File: config.mk
export PLATFORM = sky130hd
export DESIGN_NAME = activation_ctrl
export DESIGN_NICKNAME = d
export VERILOG_FILES = /design/src/rtl/act_pkg.sv /design/src/rtl/activation_ctrl.sv /design/src/rtl/crc_a_calc.sv
export VERILOG_INCLUDE_DIRS = /design/src /design/src/rtl
export SDC_FILE = /design/constraint.sdc
export NUM_CORES = 1
export LEC_CHECK = 0
export BUFFER_PORTS_ARGS = -buffer_cell sky130_fd_sc_hd__buf_4
export CAP_MARGIN = 30
export CORE_ASPECT_RATIO = 1.5
export CORE_UTILIZATION = 55
export CTS_BUF_LIST = sky130_fd_sc_hd__clkbuf_2
export CTS_CLUSTER_DIAMETER = 40
export DETAILED_ROUTE_END_ITERATION = 10
export HOLD_SLACK_MARGIN = 0.05
export PLACE_DENSITY = 0.7
export SETUP_SLACK_MARGIN = 0.4
export SYNTH_ARGS = -nofsm -noshare
export SYNTH_HDL_FRONTEND = slang
export SYNTH_HIERARCHICAL = 1
export SYNTH_SLANG_ARGS = --single-unit
File: constraint.sdc
create_clock -name clk_i -period 3.7 [get_ports clk_i]
set_input_delay 0 -clock clk_i [delete_from_list [all_inputs] [get_ports clk_i]]
set_output_delay 0 -clock clk_i [all_outputs]
set_load 0.005 [all_outputs]
File: src/rtl/act_defs.svh
// Constant definitions for the reader card activation controller.
`ifndef ACT_DEFS_SVH
`define ACT_DEFS_SVH

// ****************************************************************
// Frame contents
// ****************************************************************
`define ACT_RATS_B0 8'hE0
`define ACT_RATS_B1 8'h01
`define ACT_DESEL_PCB 8'hC2
`define ACT_IBLK_PCB 8'h02
`define ACT_PPS_B0 8'hD0
`define ACT_PPS_B1 8'h11
`define ACT_PPS_B2 8'h00

// ****************************************************************
// Answer layout and checksum
// ****************************************************************
`define ACT_T0_TA_BIT 4
`define ACT_TA_NONE 8'h00
`define ACT_MIN_ANS_LEN 4'h3
`define ACT_CRC_INIT 16'h6363
`define ACT_CRC_POLY 16'h8408
`define ACT_CRC_RESIDUE 16'h0000

// ****************************************************************
// Timing
// ****************************************************************
`define ACT_CLK_MHZ 200
`define ACT_RESP_TIMEOUT_US 5000
`define ACT_TIMEOUT_CYC (`ACT_RESP_TIMEOUT_US * `ACT_CLK_MHZ)

`endif

File: src/rtl/act_pkg.sv
// Types shared by the reader card activation controller.
package act_pkg;

   // Byte offered to the frame transmitter.
   typedef struct packed {
      logic last;
      logic [7:0] data;
   } tx_byte_t;

   // Byte or end marker from the frame receiver.
   typedef struct packed {
      logic valid;
      logic done;
      logic [7:0] data;
   } rx_frame_t;

   typedef enum logic [3:0] {
      FR_RATS = 4'b0001,
      FR_PPS = 4'b0010,
      FR_IBLK = 4'b0100,
      FR_DESEL = 4'b1000
   } frame_kind_t;

   typedef enum logic [1:0] {
      RES_NONE = 2'h0,
      RES_OK = 2'h1,
      RES_OK_TA = 2'h2,
      RES_FAIL = 2'h3
   } result_code_t;

   typedef enum logic [3:0] {
      ST_IDLE = 4'b0001,
      ST_SEND = 4'b0010,
      ST_WAIT = 4'b0100,
      ST_HOLD = 4'b1000
   } act_state_t;

endpackage : act_pkg

File: src/rtl/activation_ctrl.sv
// Reader-side control of card activation after anticollision.
//
// Overview of operation
// - Send E0 01 plus CRC_A, await answer.
// - On silence, optionally resend request once.
// - No valid answer at all: send DESELECT.
// - Bad CRC_A answer counts as no answer.
// - Valid answer: report result code to host.
// - No TA: I-block after next host command.
// - Valid answer after resend: continue normally.
// - Parameter selection only when reader enables it.
// - TA not 00 allows parameter selection exchange.
// - Bad selection answer: resend or continue, default rate.
`timescale 1ns/1ps
`include "act_defs.svh"

module activation_ctrl
   import act_pkg::*;
#(
   parameter int unsigned TIMEOUT_CYC = `ACT_TIMEOUT_CYC
) (
   input wire logic clk_i,
   input wire logic rst_b_i,
   input wire logic start_i,
   input wire logic retry_en_i,
   input wire logic pps_en_i,
   input wire logic host_cmd_i,
   input wire rx_frame_t rx_i,
   input wire logic tx_ready_i,
   output logic tx_valid_o,
   output tx_byte_t tx_o,
   output logic result_valid_o,
   output result_code_t result_code_o,
   output logic busy_o,
   output logic active_o,
   output logic pps_done_o
);

   localparam int TW = $clog2(TIMEOUT_CYC + 1);

   // ****************************************************************
   // Elaboration checks
   // ****************************************************************

   if (TIMEOUT_CYC < 2) begin : g_bad_timeout
      $error("TIMEOUT_CYC must be at least 2");
   end

   // ****************************************************************
   // Frame tables
   // ****************************************************************

   // Payload length of each frame, checksum excluded.
   function automatic logic [2:0] frame_len(input frame_kind_t k);
      unique case (k)
         FR_RATS: frame_len = 3'd2;
         FR_PPS: frame_len = 3'd3;
         default: frame_len = 3'd1;
      endcase
   endfunction : frame_len

   // Payload byte at a given position of each frame.
   function automatic logic [7:0] frame_byte(input frame_kind_t k,
                                             input logic [2:0] i);
      unique case (k)
         FR_RATS: frame_byte = (i == 3'd0) ? `ACT_RATS_B0 : `ACT_RATS_B1;
         FR_PPS: frame_byte = (i == 3'd0) ? `ACT_PPS_B0 :
                              (i == 3'd1) ? `ACT_PPS_B1 : `ACT_PPS_B2;
         FR_IBLK: frame_byte = `ACT_IBLK_PCB;
         default: frame_byte = `ACT_DESEL_PCB;
      endcase
   endfunction : frame_byte

   // ****************************************************************
   // Declarations
   // ****************************************************************

   act_state_t state_r, state_nxt;
   frame_kind_t kind_r, kind_nxt;
   logic retried_r, retried_nxt;
   logic send_start;
   logic [2:0] idx_r;
   logic [2:0] len;
   logic fire;
   logic [15:0] tx_crc, tx_crc_upd, rx_crc;
   logic [3:0] rx_cnt_r;
   logic t0_ta_r;
   logic ta_nz_r;
   logic [TW-1:0] wait_cnt_r;
   logic timeout;
   logic ans_end;
   logic ans_good;
   logic res_set;
   result_code_t res_code;
   logic pps_ok_set;
   logic act_set;

   assign len = frame_len(kind_r);
   assign fire = tx_valid_o & tx_ready_i;
   assign busy_o = (state_r != ST_IDLE);
   assign tx_valid_o = (state_r == ST_SEND);

   // ****************************************************************
   // Checksum engines
   // ****************************************************************

   // Transmit side sums payload bytes only, not the appended checksum.
   crc_a_calc u_tx_crc (
      .clk_i(clk_i),
      .rst_b_i(rst_b_i),
      .clear_i(send_start),
      .en_i(fire && (idx_r < len)),
      .data_i(tx_o.data),
      .crc_o(tx_crc),
      .crc_upd_o(tx_crc_upd)
   );

   // Receive side sums every byte; an intact frame leaves the residue.
   crc_a_calc u_rx_crc (
      .clk_i(clk_i),
      .rst_b_i(rst_b_i),
      .clear_i(send_start),
      .en_i(rx_i.valid && (state_r == ST_WAIT)),
      .data_i(rx_i.data),
      .crc_o(rx_crc),
      .crc_upd_o()
   );

   // ****************************************************************
   // Answer evaluation
   // ****************************************************************

   // Silence and a corrupt frame give the same verdict.
   assign timeout = (wait_cnt_r == TW'(TIMEOUT_CYC - 1));
   assign ans_end = (state_r == ST_WAIT) && (rx_i.done || timeout);
   assign ans_good = rx_i.done && !timeout &&
                     (rx_crc == `ACT_CRC_RESIDUE) &&
                     (rx_cnt_r >= `ACT_MIN_ANS_LEN);

   // ****************************************************************
   // Sequencer
   // ****************************************************************

   // Next state, frame choice and retry bookkeeping.
   always_comb begin
      state_nxt = state_r;
      kind_nxt = kind_r;
      retried_nxt = retried_r;
      send_start = 1'b0;
      res_set = 1'b0;
      res_code = RES_NONE;
      pps_ok_set = 1'b0;
      act_set = 1'b0;
      unique case (state_r)
         ST_IDLE: begin
            if (start_i) begin
               kind_nxt = FR_RATS;
               retried_nxt = 1'b0;
               send_start = 1'b1;
               state_nxt = ST_SEND;
            end
         end
         ST_SEND: begin
            if (fire && tx_o.last) begin
               if (kind_r == FR_RATS || kind_r == FR_PPS) begin
                  state_nxt = ST_WAIT;
               end else begin
                  act_set = (kind_r == FR_IBLK);
                  state_nxt = ST_IDLE;
               end
            end
         end
         ST_WAIT: begin
            if (ans_end) begin
               if (kind_r == FR_RATS) begin
                  if (ans_good) begin
                     // Same path whether or not a resend was needed.
                     res_set = 1'b1;
                     res_code = ta_nz_r ? RES_OK_TA : RES_OK;
                     state_nxt = ST_HOLD;
                  end else if (retry_en_i && !retried_r) begin
                     retried_nxt = 1'b1;
                     send_start = 1'b1;
                     state_nxt = ST_SEND;
                  end else begin
                     res_set = 1'b1;
                     res_code = RES_FAIL;
                     kind_nxt = FR_DESEL;
                     send_start = 1'b1;
                     state_nxt = ST_SEND;
                  end
               end else begin
                  // A failed selection never changes the rate.
                  if (ans_good) begin
                     pps_ok_set = 1'b1;
                     state_nxt = ST_HOLD;
                  end else if (!retried_r) begin
                     retried_nxt = 1'b1;
                     send_start = 1'b1;
                     state_nxt = ST_SEND;
                  end else begin
                     state_nxt = ST_HOLD;
                  end
               end
            end
         end
         ST_HOLD: begin
            if (pps_en_i && ta_nz_r && kind_r == FR_RATS) begin
               kind_nxt = FR_PPS;
               retried_nxt = 1'b0;
               send_start = 1'b1;
               state_nxt = ST_SEND;
            end else if (host_cmd_i) begin
               kind_nxt = FR_IBLK;
               send_start = 1'b1;
               state_nxt = ST_SEND;
            end
         end
         default: begin
            state_nxt = ST_IDLE;
         end
      endcase
   end

   // Sequencer registers.
   always_ff @(posedge clk_i or negedge rst_b_i) begin
      if (!rst_b_i) begin
         state_r <= ST_IDLE;
         kind_r <= FR_RATS;
         retried_r <= 1'b0;
      end else begin
         state_r <= state_nxt;
         kind_r <= kind_nxt;
         retried_r <= retried_nxt;
      end
   end

   // ****************************************************************
   // Transmit byte path
   // ****************************************************************

   // Checksum goes out low byte first after the payload. The low byte
   // uses the combinational update so no idle cycle is spent on it.
   always_ff @(posedge clk_i or negedge rst_b_i) begin
      if (!rst_b_i) begin
         idx_r <= 3'd0;
         tx_o <= '0;
      end else if (send_start) begin
         idx_r <= 3'd0;
         tx_o.data <= frame_byte(kind_nxt, 3'd0);
         tx_o.last <= 1'b0;
      end else if (fire && !tx_o.last) begin
         idx_r <= idx_r + 3'd1;
         if (idx_r + 3'd1 < len) begin
            tx_o.data <= frame_byte(kind_r, idx_r + 3'd1);
         end else if (idx_r + 3'd1 == len) begin
            tx_o.data <= tx_crc_upd[7:0];
         end else begin
            tx_o.data <= tx_crc[15:8];
            tx_o.last <= 1'b1;
         end
      end
   end

   // ****************************************************************
   // Receive capture and response timer
   // ****************************************************************

   // Byte count and the bit-rate byte of the answer.
   always_ff @(posedge clk_i or negedge rst_b_i) begin
      if (!rst_b_i) begin
         rx_cnt_r <= 4'h0;
         t0_ta_r <= 1'b0;
         ta_nz_r <= 1'b0;
      end else if (send_start) begin
         rx_cnt_r <= 4'h0;
         t0_ta_r <= 1'b0;
         if (kind_nxt == FR_RATS) begin
            ta_nz_r <= 1'b0;
         end
      end else if (rx_i.valid && state_r == ST_WAIT && kind_r == FR_RATS) begin
         if (rx_cnt_r != 4'hF) begin
            rx_cnt_r <= rx_cnt_r + 4'h1;
         end
         if (rx_cnt_r == 4'h1) begin
            t0_ta_r <= rx_i.data[`ACT_T0_TA_BIT];
         end
         if (rx_cnt_r == 4'h2 && t0_ta_r) begin
            ta_nz_r <= (rx_i.data != `ACT_TA_NONE);
         end
      end else if (rx_i.valid && state_r == ST_WAIT && rx_cnt_r != 4'hF) begin
         rx_cnt_r <= rx_cnt_r + 4'h1;
      end
   end

   // Timer runs only while an answer is awaited.
   always_ff @(posedge clk_i or negedge rst_b_i) begin
      if (!rst_b_i) begin
         wait_cnt_r <= '0;
      end else if (state_r != ST_WAIT || ans_end) begin
         wait_cnt_r <= '0;
      end else begin
         wait_cnt_r <= wait_cnt_r + TW'(1);
      end
   end

   // ****************************************************************
   // Host-facing outcome
   // ****************************************************************

   // Result pulse and sticky status; a new activation clears them.
   always_ff @(posedge clk_i or negedge rst_b_i) begin
      if (!rst_b_i) begin
         result_valid_o <= 1'b0;
         result_code_o <= RES_NONE;
         active_o <= 1'b0;
         pps_done_o <= 1'b0;
      end else begin
         result_valid_o <= res_set;
         if (res_set) begin
            result_code_o <= res_code;
         end
         if (state_r == ST_IDLE && start_i) begin
            active_o <= 1'b0;
            pps_done_o <= 1'b0;
         end else begin
            active_o <= active_o | act_set;
            pps_done_o <= pps_done_o | pps_ok_set;
         end
      end
   end

endmodule : activation_ctrl

File: src/rtl/crc_a_calc.sv
// Byte-serial CRC_A checksum register.
`timescale 1ns/1ps
`include "act_defs.svh"

module crc_a_calc (
   input wire logic clk_i,
   input wire logic rst_b_i,
   input wire logic clear_i,
   input wire logic en_i,
   input wire logic [7:0] data_i,
   output logic [15:0] crc_o,
   output logic [15:0] crc_upd_o
);

   // ****************************************************************
   // Next value
   // ****************************************************************

   // One byte, LSB first, through the reflected polynomial.
   always_comb begin
      logic [15:0] c;
      c = crc_o ^ {8'h00, data_i};
      for (int i = 0; i < 8; i++) begin
         c = c[0] ? ((c >> 1) ^ `ACT_CRC_POLY) : (c >> 1);
      end
      crc_upd_o = c;
   end

   // ****************************************************************
   // Register
   // ****************************************************************

   // Clear wins so a new frame never inherits old bytes.
   always_ff @(posedge clk_i or negedge rst_b_i) begin
      if (!rst_b_i) begin
         crc_o <= `ACT_CRC_INIT;
      end else if (clear_i) begin
         crc_o <= `ACT_CRC_INIT;
      end else if (en_i) begin
         crc_o <= crc_upd_o;
      end
   end

endmodule : crc_a_calc

* After elaboration in Yosys (flattened, before gate mapping)
Index checks and enable logic that the tools add are counted.
** Operators by class
- Bitwise logic cells :: 21
- Magnitude comparators :: 3
- Reduce and logical (&&, ||, !) cells :: 38
- Equal/unequal tests :: 29
- Muxes and demuxes :: 102
- $add $sub $neg :: 3
** Operator list (number)
- 2-to-1 mux 16 bit :: 20
- 2-to-1 mux 4 bit :: 20
- inverter 2 -> 3 bit :: 16
- one-hot mux 8 bit (3 select lines) :: 2
- 2-to-1 mux 1 bit :: 38
- 2-to-1 mux 8 bit :: 4
- XOR 16 x 8 -> 16 bit :: 2
- adder 20 x 1 -> 20 bit, second input constant :: 1
- equality test 20 bit, second input constant :: 1
- 2-to-1 mux 20 bit :: 1
- 2-to-1 mux 9 bit :: 2
- equality test 4 x 1 -> 1 bit, second input constant :: 4
- equality test 4 x 2 -> 1 bit, second input constant :: 4
- zero test 16 bit :: 1
- one-hot mux 4 bit (4 select lines) :: 1
- logical AND 1 bit :: 15
- equality test 4 x 3 -> 1 bit, second input constant :: 3
- 2-to-1 mux 2 bit :: 6
- inequality test 2 bit, second input constant :: 6
- one-hot mux 4 bit (3 select lines) :: 1
- nonzero test 2 bit :: 6
- 2-to-1 mux 3 bit :: 3
- nonzero test 8 bit :: 1
- inequality test 3 bit, second input constant :: 2
- 26 further kinds :: 36
** Storage, ports and cells
- Bits in registers :: 84
- Input bits :: 17

* Longest topological paths before layout
- Depth in word-level cells :: 21
- Mapped depth :: 11
- Depth with buffers taken out :: 10

* By module
The synthesis kept the hierarchy.
** By module, submodules not included
- activation_ctrl :: seq. area each 1303.8 sq um, instances 1, area an instance 3196.8 sq um, cells each 361
- crc_a_calc (u_rx_crc) :: seq. area each 410.4 sq um, instances 1, area an instance 1078.5 sq um, cells each 88
- crc_a_calc (u_tx_crc) :: seq. area each 410.4 sq um, instances 1, area an instance 1056.0 sq um, cells each 89

* Worst setup path before layout
Ideal clock, no wire load.
- Kind :: reg2reg
- Start point :: register kind_r[0]
- End point :: register tx_o[6] in the netlist's numbering
- Stages on the path, launching flop included :: 11
- Required time :: 3.570 ns
- Path slack :: 0.765 ns
- Buffers on the path :: 1
- Arrival :: 2.805 ns
- Library setup time :: 0.130 ns
- Path through :: dfstp_2 -> nor4b_1 -> inv_1 -> ha_1 -> nor3b_1 -> clkbuf_1 -> nor2b_1 -> a211oi_1 -> nor2_1 -> a221oi_1 -> a21oi_1
** On the way
- Longest elaborated chain between the ends :: 8
- Elaborated cells between the ends (all ways) :: 29
** Ends and longest elaborated chain
- from (decl) :: line activation_ctrl.sv:79 : frame_kind_t kind_r, kind_nxt;
- from (signal assigned) :: line activation_ctrl.sv:233 : kind_r <= kind_nxt;
- 2-to-1 mux 4 bit :: line activation_ctrl.sv:181 : end else if (retry_en_i && !retried_r) begin
- 2-to-1 mux 4 bit :: line activation_ctrl.sv:176 : if (ans_good) begin
- 2-to-1 mux 4 bit :: line activation_ctrl.sv:175 : if (kind_r == FR_RATS) begin
- 2-to-1 mux 4 bit :: line activation_ctrl.sv:174 : if (ans_end) begin
- one-hot mux 4 bit (3 select lines) :: line activation_ctrl.sv:154 : unique case (state_r)
- equality test 4 x 3 -> 1 bit (tied with other cells) :: line activation_ctrl.sv:65 : unique case (k)
- one-hot mux 8 bit (3 select lines) :: line activation_ctrl.sv:65
- 2-to-1 mux 9 bit :: line activation_ctrl.sv:248 : end else if (send_start) begin
- to (decl) :: line activation_ctrl.sv:31 : output tx_byte_t tx_o,
Several ways; a longest one is shown, not always the timed one. The select of a mux whose other input is x is not followed.
A chain may end at the register's enable or synchronous reset.

* Final worst setup path
- Start point :: register wait_cnt_r[8]
- End point :: register t0_ta_r
** On the way
- Longest elaborated chain between the ends :: 11
- Elaborated cells between the ends (all ways) :: 16
** Ends and longest elaborated chain
- from (decl) :: line activation_ctrl.sv:89 : logic [TW-1:0] wait_cnt_r;
- from (signal assigned) :: line activation_ctrl.sv:303 : wait_cnt_r <= wait_cnt_r + TW'(1);
- equality test 20 bit * :: line activation_ctrl.sv:134 : assign timeout = (wait_cnt_r == TW'(TIMEOUT_CYC - 1));
- zero test 1 bit :: line activation_ctrl.sv:136 : assign ans_good = rx_i.done && !timeout &&
- logical AND 1 bit (3 in series) :: line activation_ctrl.sv:136
- 2-to-1 mux 1 bit, on equally long branches :: line activation_ctrl.sv:194, activation_ctrl.sv:176
- 2-to-1 mux 1 bit :: line activation_ctrl.sv:175
- 2-to-1 mux 1 bit * :: line activation_ctrl.sv:174
- one-hot mux 1 bit (3 select lines) * :: line activation_ctrl.sv:154
- nonzero test 2 bit (no source line)
- AND reduction 2 bit (no source line)
- to (signal assigned) :: line activation_ctrl.sv:286 : t0_ta_r <= rx_i.data[`ACT_T0_TA_BIT];
- to (decl) :: line activation_ctrl.sv:87 : logic t0_ta_r;
Every way passes the cells marked *; elsewhere a longest branch is shown, timed or not.

==> key figures <==
Setup path
  • Worst EP arrival: 3.61 ns
  • Top fanout value on the critical path: 22
  • Startpoint types: flop
  • Kind of end point of the critical path: flop
  • Max incr delay on CP: 0.56 ns
  • CP Class: flop to flop
  • Cells along the critical path: or4b_1 -> or4_4 -> or2_4 -> o221ai_4 -> buf_12 -> a21oi_1 -> dlygate4sd3_1
  • Slowest stage cell, crit path: dlygate4sd3_1
  • Required @ worst endpoint: 4.16 ns

Global routing
  • Largest net degree at the start of global routing: 46
  • Gr ovfl total: 0
  • First-pass GRT wire length: 20,500 µm
  • Initial antenna violation count: 1
  • Vias in the first global route: 4,254
  • Total GRT Usage: 27.3%

Placed design
  • Placed Area: 5700 µm²
  • Post-DP HPWL: 8880 µm
  • Gpl congestion: 0.917
  • Pre-CTS setup slack: 0.815 ns
  • DP Cell Count: 657
  • Count of port buffers added during placement: 32

STA
  • Setup Skew: 0.0274 ns
  • Final setup vio count: 0
  • RSZ-0062 raised after global routing: false
  • Tmin final: 3.15 ns
  • Slew HR: 41.0%
  • Setup TNS: 0 ns
  • Actual slew at the worst max-slew pin: 0.883 ns
  • Hold Slack: 0.223 ns
  • Final hold violation count: 0
  • Fmax: 0.318 GHz
  • Final Cycle Share: 85.1%
  • Max Slew Vio Count: 0
  • Final worst slack: 0.552 ns

Finish
  • Share of layout cells above drive strength 1: 16.5%
  • FF+latch area: 2120 µm²
  • Synth-to-Final Area Change: 15.4%
  • Multi-input gate area: 3000 µm²
  • Final Cell Area: 6100 µm²
  • Layout Cells excl Fill: 700
  • Post-layout util: 65.5%
  • Fillers: 766
  • Layout Nets: 610

Power
  • Reg power frac: 35.1%
  • PwrDens: 635 nW/µm²
  • Switch share: 38.8%
  • Clock power share: 12.4%
  • Net Sw Power: 1.50 mW
  • Pwr Total: 3.87 mW
  • Combinational Power Share: 52.5%
  • Worst IR Drop VDD: 0.425 mV
  • Leak: 2.66 nW
  • Internal: 2.37 mW

CTS
  • Clk Latency, worst-skew pair: 0.57 ns
  • CTS Buf Count: 9
  • Clock slew at reported path FFs: 0.24 ns
  • Clock tree buffer depth: 2
  • Clk root buf: clkbuf_2
  • CTS Sinks: 84
  • H-tree depth: 3
  • CTS tree: done

Route
  • ANT nets after route: 0
  • Post-route DRC: 0
  • Vias: 4,129
  • Final wirelength: 12,400 µm
  • Vias per inst: 5.90
  • TritonRoute pass-1 iters: 4
  • Drt initial violations: 321
  • Drt wl/cell: 17.7 µm

Die
  • Die X-Extent: 82.0 µm
  • Core area: 9310 µm²
  • Initial Util: 56.8%
  • IO Pins: 33
  • Die footprint: 10,000 µm²
  • Num rows: 43
  • Die Y: 122 µm

Run
  • Max_cap viols: 0

Synth
  • Mapped Area: 5280 µm²
  • Syn nets: 553
  • Cells after synthesis: 525
  • Syn_area_per_cell: 10.1 µm²
  • Yosys synthesis warning count: 6

Worst hold path
  • Min-Delay Path Class: input port to flop

Outcome
  • Outcome: completed
==> per-layer routing <==
layer  GRT usage (%)  wire length [µm]  vias up
li1                -                 -     1984
met1            30.5              4920     2027
met2            48.7              6690       83
met3            4.57               313       35
met4            13.7               466        0
met5               0                 0        -
==> worst max-delay path: cells and delay by family (launching register included) <==
family,cells,cell delay (ns)
compound gates,2,0.50
simple gates,3,1.31
flops,1,0.46
buf+inv,2,0.80
==> cell type report <==
type,instances,area share (%)
sequential,84,34.9
clock buffer,10,0.821
antenna,1,0.0411
multi-input combinational,394,49.3
tap,112,2.30
timing repair buffer,70,10.4
inverter,23,1.42
clock inverter,6,0.903
==> sequential cells by signal (all words and copies together), names as in the netlist, 3 cells and up <==
register	count
idx_r	3
kind_r	4
rx_cnt_r	4
state_r	4
tx_o	9
u_rx_crc/crc_o	16
u_tx_crc/crc_o	16
wait_cnt_r	20
==> cell usage in the layout, fill, tap and decap left out, types with 4 or more instances in the layout <==
cell / count
a211o_1: 13
a211oi_1: 15
a21oi_1: 23
and2_1: 5
and3_1: 5
buf_4: 42
clkbuf_2: 10
dfrtp_1: 66
dfstp_2: 18
dlygate4sd3_1: 25
ha_1: 11
inv_1: 23
mux2i_1: 8
nand2_1: 35
nand2b_1: 14
nand3_1: 14
nand4_1: 4
nor2_1: 65
nor2b_1: 20
nor3_1: 11
nor4_1: 6
o21ai_0: 10
o22ai_1: 7
xnor2_1: 26
xnor2_2: 5
xnor3_1: 11
xor2_1: 15
xor3_1: 9
==> what timing repair did <==
action | 4_1_cts | 5_1_grt
endpoints found under the hold margin | 124 | 0
buffers inserted | 0 | 0
hold buffers | 26 | 0
endpoints found under the setup margin | 0 | 1
resized for setup | 0 | 4
==> power groups by stage <==
stage               logic, mW  clock network [mW]  registers, mW
finish                   2.03               0.479           1.36
global placement         1.93                   0           1.37
floorplan                1.51                   0           1.29
detailed placement       1.96                   0           1.38
global route             2.21               0.530           1.39
CTS                      2.02               0.487           1.36
==> path summary, 6_finish.rpt <==
kind	slack, ns	startpoint	cells after the start	endpoint
worst max-delay path	0.55	wait_cnt_r[8]	7	t0_ta_r
worst min-delay path	0.22	host_cmd_i	3	state_r[3]
worst max register to register	0.55	wait_cnt_r[8]	7	t0_ta_r
worst min register to register	0.53	wait_cnt_r[0]	1	wait_cnt_r[0]
max in group asynchronous	2.85	rst_b_i	4	u_rx_crc/crc_o[9]
min in group asynchronous	0.51	rst_b_i	3	kind_r[0]
Note: power is estimated with default switching activity, not from simulation.
